**config.mk**
```make
export PLATFORM = sky130hd
export DESIGN_NAME = port_power_fault_sequencer
export DESIGN_NICKNAME = d
export VERILOG_FILES = /design/src/verilog/pfs_pkg.sv /design/src/verilog/port_power_fault_sequencer.sv /design/src/verilog/pfs_apb_regs.sv
export VERILOG_INCLUDE_DIRS = /design/src /design/src/verilog
export SDC_FILE = /design/constraint.sdc
export NUM_CORES = 2
export LEC_CHECK = 0
export BUFFER_PORTS_ARGS = -buffer_cell sky130_fd_sc_hd__buf_2
export CORE_MARGIN = 2
export CORE_UTILIZATION = 40
export CTS_CLUSTER_SIZE = 28
export DETAILED_ROUTE_END_ITERATION = 8
export HOLD_SLACK_MARGIN = 0.05
export PLACE_DENSITY_LB_ADDON = 0.15
export SYNTH_ARGS = -nofsm -noshare
export SYNTH_HDL_FRONTEND = slang
export SYNTH_SLANG_ARGS = --single-unit
```
**constraint.sdc**
```tcl
create_clock -name CLOCK -period 21.2 [get_ports CLOCK]
set_input_delay 4.24 -clock CLOCK [delete_from_list [all_inputs] [get_ports CLOCK]]
set_output_delay 4.24 -clock CLOCK [all_outputs]
set_load 0.02 [all_outputs]
```
**src/verilog/pfs_map.svh**
```systemverilog
// Register offsets, field positions, reset values and timing figures
// for the four-channel port power sequencer.
// Assumes a 40 MHz CLOCK and a 12-bit APB byte address.
`ifndef PFS_MAP_SVH
`define PFS_MAP_SVH
// Register byte offsets
`define OFS_CONTROL 12'h000
`define OFS_SETUP 12'h004
`define OFS_STATUS1 12'h008
`define OFS_STATUS2 12'h00C
`define OFS_COMMIT 12'h010
`define OFS_ADDRESS 12'h014
// Reset values
`define CTRL_RST 8'h00
`define SETUP_RST 8'h00
`define RDATA_RST 32'h0000_0000
// Channel count and field layout
`define NCH 4
`define SEL_W 2
`define CTL_SW_LSB 0
`define CTL_RLY_LSB 4
`define SU_CLEAR 0
`define SU_AUTORETRY 1
`define SU_OPEN_EN 2
`define SU_DUTY 3
`define SU_LIM_LSB 4
`define SU_GRD_LSB 6
// Clear bit is a strobe and is never stored
`define SU_STORE_MASK 8'hFE
// Status 1 upper nibble: bit 4 reads high, 7:5 low
`define STATUS1_RSVD 4'h1
// Serial address bits 6:5 (bit 6 low, bit 5 high)
`define ADDR_FIXED 2'h1
// Timing figures in their own units
`define CLK_KHZ 40000
`define TURN_ON_DELAY_MS 18
`define UNDERCUR_FILTER_MS 18
`define LIMIT_BASE_MS 1
`define GUARD_BASE_MS 50
// Retry off-time as a multiple of the limit time (num/den)
`define DUTY_HI_NUM 32'h0000_0032
`define DUTY_HI_DEN 32'h0000_0003
`define DUTY_LO_NUM 32'h0000_0078
`define DUTY_LO_DEN 32'h0000_0001
`define CNT_ZERO 32'h0000_0000
`define CNT_ONE 32'h0000_0001
`endif

```
**src/verilog/pfs_pkg.sv**
```systemverilog
// Types shared by the port sequencer and its register slave.
// Assumes pfs_map.svh is on the include path.
`default_nettype none
`include "pfs_map.svh"
package pfs_pkg;
  typedef enum logic [1:0] {CH_OFF, CH_DELAY, CH_GATE} chan_st_t;

  // Whole sequencer state, one slice per channel
  typedef struct packed {
    chan_st_t [`NCH-1:0] st;
    logic [`NCH-1:0][31:0] tmr;
    logic [`NCH-1:0][31:0] lim;
    logic [`NCH-1:0][31:0] ocf;
    logic [`NCH-1:0][31:0] rty;
    logic [`NCH-1:0] pg;
    logic [`NCH-1:0] armed;
    logic [`NCH-1:0] shorted;
    logic [`NCH-1:0] opened;
    logic [`NCH-1:0] relay;
    logic [`NCH-1:0] gate;
    logic fault;
    logic [6:0] addr;
  } seq_state_t;

  // Register slave state
  typedef struct packed {
    logic [7:0] pend;
    logic [7:0] act;
    logic [7:0] setup;
    logic [31:0] rdata;
    logic err;
  } regs_state_t;
endpackage
`default_nettype wire

```
**src/verilog/port_power_fault_sequencer.sv**
```systemverilog
// Four-channel port power sequencer: relay and gate sequencing,
// current-limit and open-circuit faults, retry duty cycle, fault pin.
// Assumes comparator inputs synchronous to CLOCK, APB master outside.
//
// Decided for this implementation: the placing of the registers and the APB interface to the registers.
`timescale 1ns/1ps
`default_nettype none
`include "pfs_map.svh"
module port_power_fault_sequencer #(
  parameter int unsigned TON_CYC = `TURN_ON_DELAY_MS * `CLK_KHZ,
  parameter int unsigned FILT_CYC = `UNDERCUR_FILTER_MS * `CLK_KHZ,
  parameter int unsigned LIMIT_BASE_CYC = `LIMIT_BASE_MS * `CLK_KHZ,
  parameter int unsigned GUARD_BASE_CYC = `GUARD_BASE_MS * `CLK_KHZ
) (
  input wire logic CLOCK,
  input wire logic RST_N,
  input wire logic PSEL,
  input wire logic PENABLE,
  input wire logic PWRITE,
  input wire logic [11:0] PADDR,
  input wire logic [31:0] PWDATA,
  output logic [31:0] PRDATA,
  output logic PREADY,
  output logic PSLVERR,
  input wire logic [4:0] ADDR_STRAP,
  input wire logic [3:0] PGOOD_IN,
  input wire logic [3:0] ILIM_IN,
  input wire logic [3:0] UNDERCUR_IN,
  output logic [3:0] RELAY_DRIVE,
  output logic [3:0] GATE_DRIVE,
  output logic FAULT_N_O,
  output logic FAULT_N_OE,
  output logic [6:0] DEV_ADDR
);
  pfs_pkg::seq_state_t r_r, r_nxt;
  logic [7:0] ctrl_act;
  logic [7:0] setup_bits;
  logic fault_clr;
  logic [3:0] en_w;
  logic autoretry;
  logic open_en;
  logic duty_hi;
  logic [1:0] lim_sel;
  logic [1:0] grd_sel;
  logic [31:0] lim_len;
  logic [31:0] grd_len;
  logic [31:0] rty_len;
  logic [31:0] ton_last;
  logic [31:0] filt_last;
  logic [3:0] set_s;
  logic [3:0] set_o;

  // Register slave
  pfs_apb_regs u_regs (
    .clk(CLOCK),
    .rst_n(RST_N),
    .psel(PSEL),
    .penable(PENABLE),
    .pwrite(PWRITE),
    .paddr(PADDR),
    .pwdata(PWDATA),
    .prdata(PRDATA),
    .pready(PREADY),
    .pslverr(PSLVERR),
    .ctrl_act(ctrl_act),
    .setup_bits(setup_bits),
    .fault_clr(fault_clr),
    .pg(r_r.pg),
    .shorted(r_r.shorted),
    .opened(r_r.opened),
    .dev_addr(r_r.addr)
  );

  // Per-channel enables from the control fields; setup fields, shared by all four channels
  assign en_w = ctrl_act[`CTL_SW_LSB +: `NCH] &
                ctrl_act[`CTL_RLY_LSB +: `NCH];
  assign autoretry = setup_bits[`SU_AUTORETRY];
  assign open_en = setup_bits[`SU_OPEN_EN];
  assign duty_hi = setup_bits[`SU_DUTY];
  assign lim_sel = setup_bits[`SU_LIM_LSB +: `SEL_W];
  assign grd_sel = setup_bits[`SU_GRD_LSB +: `SEL_W];

  // Selected timer lengths; each select step doubles the time
  assign lim_len = 32'(LIMIT_BASE_CYC) << lim_sel;
  assign grd_len = 32'(GUARD_BASE_CYC) << grd_sel;
  assign ton_last = 32'(TON_CYC) - `CNT_ONE;
  assign filt_last = 32'(FILT_CYC) - `CNT_ONE;

  // Off-time over on-time sets the retry duty; 50/3 gives 6 percent,
  // 120 gives 0.83 percent of the limit time spent on
  assign rty_len = duty_hi ?
                   32'(lim_len * `DUTY_HI_NUM / `DUTY_HI_DEN) :
                   32'(lim_len * `DUTY_LO_NUM / `DUTY_LO_DEN);

  // Next state of all four channel sequencers
  always_comb begin
    r_nxt = r_r;
    set_s = '0;
    set_o = '0;
    // Straps are re-sampled every cycle, never under reset
    r_nxt.addr = {`ADDR_FIXED, ADDR_STRAP};
    for (int i = 0; i < `NCH; i++) begin
      // Retry timer runs down whatever the channel does
      if (r_r.rty[i] != `CNT_ZERO) begin
        r_nxt.rty[i] = r_r.rty[i] - `CNT_ONE;
      end
      unique case (r_r.st[i])
        pfs_pkg::CH_OFF: begin
          // Open faults block restart until cleared
          // Shorts block unless autoretry
          if (en_w[i] && !r_r.opened[i] &&
              r_r.rty[i] == `CNT_ZERO &&
              (!r_r.shorted[i] || autoretry)) begin
            r_nxt.st[i] = pfs_pkg::CH_DELAY;
          end
        end
        pfs_pkg::CH_DELAY: begin
          // Relay on, gate waits out the turn-on delay
          if (!en_w[i]) begin
            r_nxt.st[i] = pfs_pkg::CH_OFF;
          end else if (r_r.tmr[i] == ton_last) begin
            r_nxt.st[i] = pfs_pkg::CH_GATE;
            r_nxt.tmr[i] = `CNT_ZERO;
          end else begin
            r_nxt.tmr[i] = r_r.tmr[i] + `CNT_ONE;
          end
        end
        pfs_pkg::CH_GATE: begin
          if (!en_w[i]) begin
            r_nxt.st[i] = pfs_pkg::CH_OFF;
          end else begin
            // Power-good latches and starts the guard timer
            if (PGOOD_IN[i] && !r_r.pg[i]) begin
              r_nxt.pg[i] = 1'b1;
              r_nxt.tmr[i] = `CNT_ZERO;
            end else if (r_r.pg[i] && !r_r.armed[i]) begin
              if (r_r.tmr[i] == grd_len - `CNT_ONE) begin
                r_nxt.armed[i] = 1'b1;
              end else begin
                r_nxt.tmr[i] = r_r.tmr[i] + `CNT_ONE;
              end
            end
            // Open filter only counts while armed and enabled
            if (r_r.armed[i] && open_en && UNDERCUR_IN[i]) begin
              if (r_r.ocf[i] == filt_last) begin
                set_o[i] = 1'b1;
              end else begin
                r_nxt.ocf[i] = r_r.ocf[i] + `CNT_ONE;
              end
            end else begin
              r_nxt.ocf[i] = `CNT_ZERO;
            end
            // Limit timer restarts whenever the limit releases
            if (ILIM_IN[i]) begin
              if (r_r.lim[i] == lim_len - `CNT_ONE) begin
                set_s[i] = 1'b1;
              end else begin
                r_nxt.lim[i] = r_r.lim[i] + `CNT_ONE;
              end
            end else begin
              r_nxt.lim[i] = `CNT_ZERO;
            end
            // A short wins over an open trip in the same cycle
            if (set_s[i]) begin
              set_o[i] = 1'b0;
              r_nxt.rty[i] = rty_len;
            end
            if (set_s[i] || set_o[i]) begin
              r_nxt.st[i] = pfs_pkg::CH_OFF;
            end
          end
        end
      endcase
      // Off means no power-good and idle timers, all but the retry timer
      if (r_nxt.st[i] == pfs_pkg::CH_OFF) begin
        r_nxt.pg[i] = 1'b0;
        r_nxt.armed[i] = 1'b0;
        r_nxt.tmr[i] = `CNT_ZERO;
        r_nxt.lim[i] = `CNT_ZERO;
        r_nxt.ocf[i] = `CNT_ZERO;
      end
      r_nxt.relay[i] = r_nxt.st[i] != pfs_pkg::CH_OFF;
      r_nxt.gate[i] = r_nxt.st[i] == pfs_pkg::CH_GATE;
      // A new fault beats a clear in the same cycle
      r_nxt.shorted[i] = (r_r.shorted[i] & ~fault_clr) | set_s[i];
      r_nxt.opened[i] = (r_r.opened[i] & ~fault_clr) | set_o[i];
    end
    // Pin is the OR of all eight flags
    r_nxt.fault = |{r_nxt.shorted, r_nxt.opened};
  end

  // State register
  always_ff @(posedge CLOCK) begin
    if (!RST_N) begin
      r_r <= '0;
    end else begin
      r_r <= r_nxt;
    end
  end

  // Outputs straight from flops; fault pin is open drain, low when on
  assign RELAY_DRIVE = r_r.relay;
  assign GATE_DRIVE = r_r.gate;
  assign FAULT_N_O = 1'b0;
  assign FAULT_N_OE = r_r.fault;
  assign DEV_ADDR = r_r.addr;

  // Per-channel checks
  for (genvar g = 0; g < `NCH; g++) begin : g_chk

  end
endmodule
`default_nettype wire

```
**src/verilog/pfs_apb_regs.sv**
```systemverilog
// APB register slave for the port sequencer: control staging and
// commit, setup, status readback and fault-clear strobe.
// Assumes an APB master on the same clock and a synchronous reset.
`timescale 1ns/1ps
`default_nettype none
`include "pfs_map.svh"
module pfs_apb_regs (
  input wire logic clk,
  input wire logic rst_n,
  input wire logic psel,
  input wire logic penable,
  input wire logic pwrite,
  input wire logic [11:0] paddr,
  input wire logic [31:0] pwdata,
  output logic [31:0] prdata,
  output logic pready,
  output logic pslverr,
  output logic [7:0] ctrl_act,
  output logic [7:0] setup_bits,
  output logic fault_clr,
  input wire logic [3:0] pg,
  input wire logic [3:0] shorted,
  input wire logic [3:0] opened,
  input wire logic [6:0] dev_addr
);
  pfs_pkg::regs_state_t r_r, r_nxt;

  // Address decode for the error flag; the read mux decodes paddr itself
  function automatic logic mapped(input logic [11:0] a);
    mapped = (a == `OFS_CONTROL) || (a == `OFS_SETUP) ||
             (a == `OFS_STATUS1) || (a == `OFS_STATUS2) ||
             (a == `OFS_COMMIT) || (a == `OFS_ADDRESS);
  endfunction

  // Read data is captured in the setup phase so it leaves a flop
  always_comb begin
    r_nxt = r_r;
    fault_clr = 1'b0;
    if (psel && !penable) begin
      r_nxt.err = !mapped(paddr);
      r_nxt.rdata = `RDATA_RST;
      case (paddr)
        `OFS_CONTROL: r_nxt.rdata[7:0] = r_r.pend;
        `OFS_SETUP: r_nxt.rdata[7:0] = r_r.setup;
        `OFS_STATUS1: r_nxt.rdata[7:0] = {`STATUS1_RSVD, pg};
        `OFS_STATUS2: r_nxt.rdata[7:0] = {opened, shorted};
        `OFS_ADDRESS: r_nxt.rdata[6:0] = dev_addr;
        default: r_nxt.rdata = `RDATA_RST;
      endcase
    end
    if (psel && penable && pwrite) begin
      case (paddr)
        `OFS_CONTROL: r_nxt.pend = pwdata[7:0];
        `OFS_SETUP: begin
          r_nxt.setup = pwdata[7:0] & `SU_STORE_MASK;
          fault_clr = pwdata[`SU_CLEAR];
        end
        // Staged enables act only at the end of the transaction
        `OFS_COMMIT: r_nxt.act = r_r.pend;
        default: r_nxt.act = r_r.act;
      endcase
    end
  end

  // State register
  always_ff @(posedge clk) begin
    if (!rst_n) begin
      r_r <= '0;
    end else begin
      r_r <= r_nxt;
    end
  end

  // Outputs; no wait states, so ready is constant
  assign prdata = r_r.rdata;
  assign pready = 1'b1;
  assign pslverr = r_r.err & psel & penable;
  assign ctrl_act = r_r.act;
  assign setup_bits = r_r.setup;
endmodule
`default_nettype wire

```
==> flow_metrics.env <==
export IMPL_grt_pass1_vias=29800
export IMPL_die_height_um=300
export IMPL_grt_overflow=0
export IMPL_syn_area_per_cell_um2=7.72
export IMPL_async_flop_share_pct=0
export IMPL_crit_path_max_fanout=30
export IMPL_internal_power_mw=2.15
export IMPL_hold_viol_final=0
export IMPL_die_w_um=300
export IMPL_via_per_inst=5.53
export IMPL_arrival_ns=19.70
export IMPL_cp_end_kind="register"
export IMPL_area_growth_pct=9.85
export IMPL_fin_crit_sh_pct=90.6
export IMPL_io_buffers=65
export IMPL_p_sw_share_pct=29.8
export IMPL_clkTransAtPathRegs_ns=0.06
export IMPL_drc=0
export IMPL_cpPeakStageDelay_ns=0.96
export IMPL_grt_max_degree=63
export IMPL_min_period_ns=19.20
export IMPL_relSlewSlack_pct=14.9
export IMPL_hp_class="register to register"
export IMPL_core_um2=86900
export IMPL_p_switching_mw=0.912
export IMPL_final_nets=4675
export IMPL_yosysWarnings=0
export IMPL_crit_path_start_kind="register"
export IMPL_cts_sinks=583
export IMPL_grt_usage_pct=22.4
export IMPL_dpl_cell_area_um2=36400
export IMPL_syn_area_um2=35100
export IMPL_initial_core_util_pct=40.4
export IMPL_synth_area_leaders="dfxtp_1 (33%), nor2_1 (8.5%), xor2_1 (7.7%)"
export IMPL_hold_buffers=0
export IMPL_layout_drive_gt1_share_pct=6.76
export IMPL_vdd_drop_max_mv=0.0740
export IMPL_skew_ns=0.0278
export IMPL_ant_nets=0
export IMPL_dieArea_um2=90200
export IMPL_dp_hpwl_um=74100
export IMPL_synth_common_cells="nor2_1 (796), dfxtp_1 (583), nand2_1 (433), xor2_1 (308), xnor2_1 (244)"
export IMPL_crit_required_ns=21.70
export IMPL_max_freq_mhz=52.1
export IMPL_synth_distinct_cells=113
export IMPL_tightest_slew_ns=1.26
export IMPL_ys_ff_latch=583
export IMPL_design_area_um2=38600
export IMPL_cts_resized=0
export IMPL_ios=117
export IMPL_power_frac_seq_pct=42.0
export IMPL_setup_viol=0
export IMPL_core_rowCount=108
export IMPL_slew_viol_final=0
export IMPL_syn_inst=4551
export IMPL_seqCellArea_um2=11700
export IMPL_cellLeakagePower_nw=13.8
export IMPL_synth_top_area_share_pct=33.2
export IMPL_finalSetupTns_ns=0
export IMPL_drt_initial_drc_count=2550
export IMPL_maxCapViolCount=0
export IMPL_drt_pass1_iterations=6
export IMPL_place_gp_congestion=0.907
export IMPL_p_clk_share_pct=37.7
export IMPL_synth_largest_area_cell="dfxtp_1"
export IMPL_multi_input_area_um2=22100
export IMPL_rsz0062_at_grt="no"
export IMPL_slowest_stage="a2111oi_0"
export IMPL_synth_flop_cell="dfxtp_1"
export IMPL_whs_ns=0.450
export IMPL_power_frac_comb_pct=20.3
export IMPL_synth_edf_count=0
export IMPL_ys_seq_area_share_pct=33.2
export IMPL_powerDensity_nw_per_um2=79.4
export IMPL_root_buffer="clkbuf_16"
export IMPL_status="completed"
export IMPL_numCtsBuffers=66
export IMPL_antenna_found_initial=4
export IMPL_cts_tree="done"
export IMPL_wl_per_cell_um=17.9
export IMPL_grt_first_pass_wirelength_um=165000
export IMPL_worstSetupPathType="register to register"
export IMPL_postCtsSetupBuffers=0
export IMPL_vias=31800
export IMPL_insertion_delay_ns=0.63
export IMPL_cts_path_max_buffers=3
export IMPL_yosysMostFrequentCell="nor2_1"
export IMPL_n_fill_cell=8772
export IMPL_routed_wl_um=103000
export IMPL_htreeDepth=3
export IMPL_crit_top_cell="ha_1"
==> metal layers <==
metal | share of wire, % | GRT usage (%) | vias to the layer above | wire length, um
met2 | 43 | 34.7 | 806 | 44300
met5 | 0 | 0 | - | 0
met1 | 50 | 33.0 | 14900 | 50900
met3 | 5.4 | 2.83 | 138 | 5500
met4 | 1.9 | 5.44 | 0 | 1940
li1 | - | - | 15900 | -
==> cell families after synthesis <==
kind of cell	share of synthesized area, %
XOR/XNOR	13.8
flip-flops	33.2
buffers and inverters	4.13
multiplexers	1.66
adder cells (fa/ha/maj)	2.34
other	0.0214
AO/OA/AOI/OAI	14.2
AND/OR/NAND/NOR	30.7
==> worst max-delay path, delay by kind of cell (launching register included) <==
| family | cells | cell delay (ns) |
|---|---|---|
| XOR/XNOR | 5 | 0.97 |
| AND/OR/NAND/NOR | 18 | 4.19 |
| adder cells (fa/ha/maj) | 9 | 2.58 |
| flip-flops | 1 | 0.48 |
| AO/OA/AOI/OAI | 25 | 8.53 |
| buffers and inverters | 8 | 2.27 |
==> final timing paths <==
check / start / end / slack, ns / cells after the start
worst max-delay path: u_regs.setup_bits[5] / r_r[33] / 2.00 / 65
worst min-delay path: u_regs.prdata[6] / u_regs.prdata[6] / 0.45 / 2
worst max register to register: u_regs.setup_bits[5] / r_r[33] / 2.00 / 65
worst min register to register: u_regs.prdata[6] / u_regs.prdata[6] / 0.45 / 2
==> power groups by stage <==
stage | Clock, mW | Sequential [mW] | Combinational, mW
finish | 1.16 | 1.29 | 0.621
CTS | 1.19 | 1.28 | 0.620
detailed placement | 0 | 1.31 | 0.614
global placement | 0 | 1.31 | 0.606
global route | 1.23 | 1.30 | 0.703
floorplan | 0 | 1.29 | 0.514
==> state kept, by name, indices dropped and copies added (netlist names) <==
| register | count |
|---|---|
| RELAY_DRIVE | 4 |
| DEV_ADDR | 6 |
| r_r | 536 |
| u_regs.prdata | 8 |
| u_regs.ctrl_act | 8 |
| u_regs.r_r | 9 |
| u_regs.setup_bits | 7 |
| GATE_DRIVE | 4 |
| FAULT_N_OE | 1 |
==> through the flow <==
step                std cells  setup slack (ns)  utilization [%]  power, mW
floorplan                4577              6.26                -       1.80
global placement         5631              2.54             41.9       1.91
detailed placement       5631              2.33             41.9       1.92
CTS                      5743              2.31             44.4       3.09
global route             5744             0.596             44.4       3.24
finish                   5747              2.00             44.4       3.06
==> placed cells by master (no fill, tap or decap), types with 17 or more instances in the layout <==
master and instances:
nor4_1 75, and2_1 48, nand2b_1 32, clkbuf_16 67, clkbuf_8 18, nor2b_1 41
and3_1 127, nand3_1 206, and4_1 25, a22oi_1 19, xor2_1 308, xnor2_1 244
o21ai_0 134, or4_1 31, a211oi_1 81, o22ai_1 26, nor3_1 144, nand4_1 95
nand2_1 433, o31ai_1 19, a21oi_1 185, buf_2 65, a31oi_1 41, ha_1 62
inv_1 99, conb_1 28, o21ai_1 17, dfxtp_1 583, or3_1 58, o211ai_1 24
mux2i_1 48, nor2_1 796, buf_4 53, o211a_1 22
==> layout make-up <==
| type | count | area share (%) |
|---|---|---|
| Antenna cell | 4 | 0.0259 |
| Clock buffer | 97 | 5.10 |
| Clock inverter | 15 | 0.551 |
| Inverter | 107 | 1.05 |
| Multi-Input combinational cell | 3668 | 57.4 |
| Sequential cell | 583 | 30.3 |
| Tap cell | 1155 | 3.75 |
| Timing Repair Buffer | 118 | 1.87 |
(Power assumes the default switching activity.)
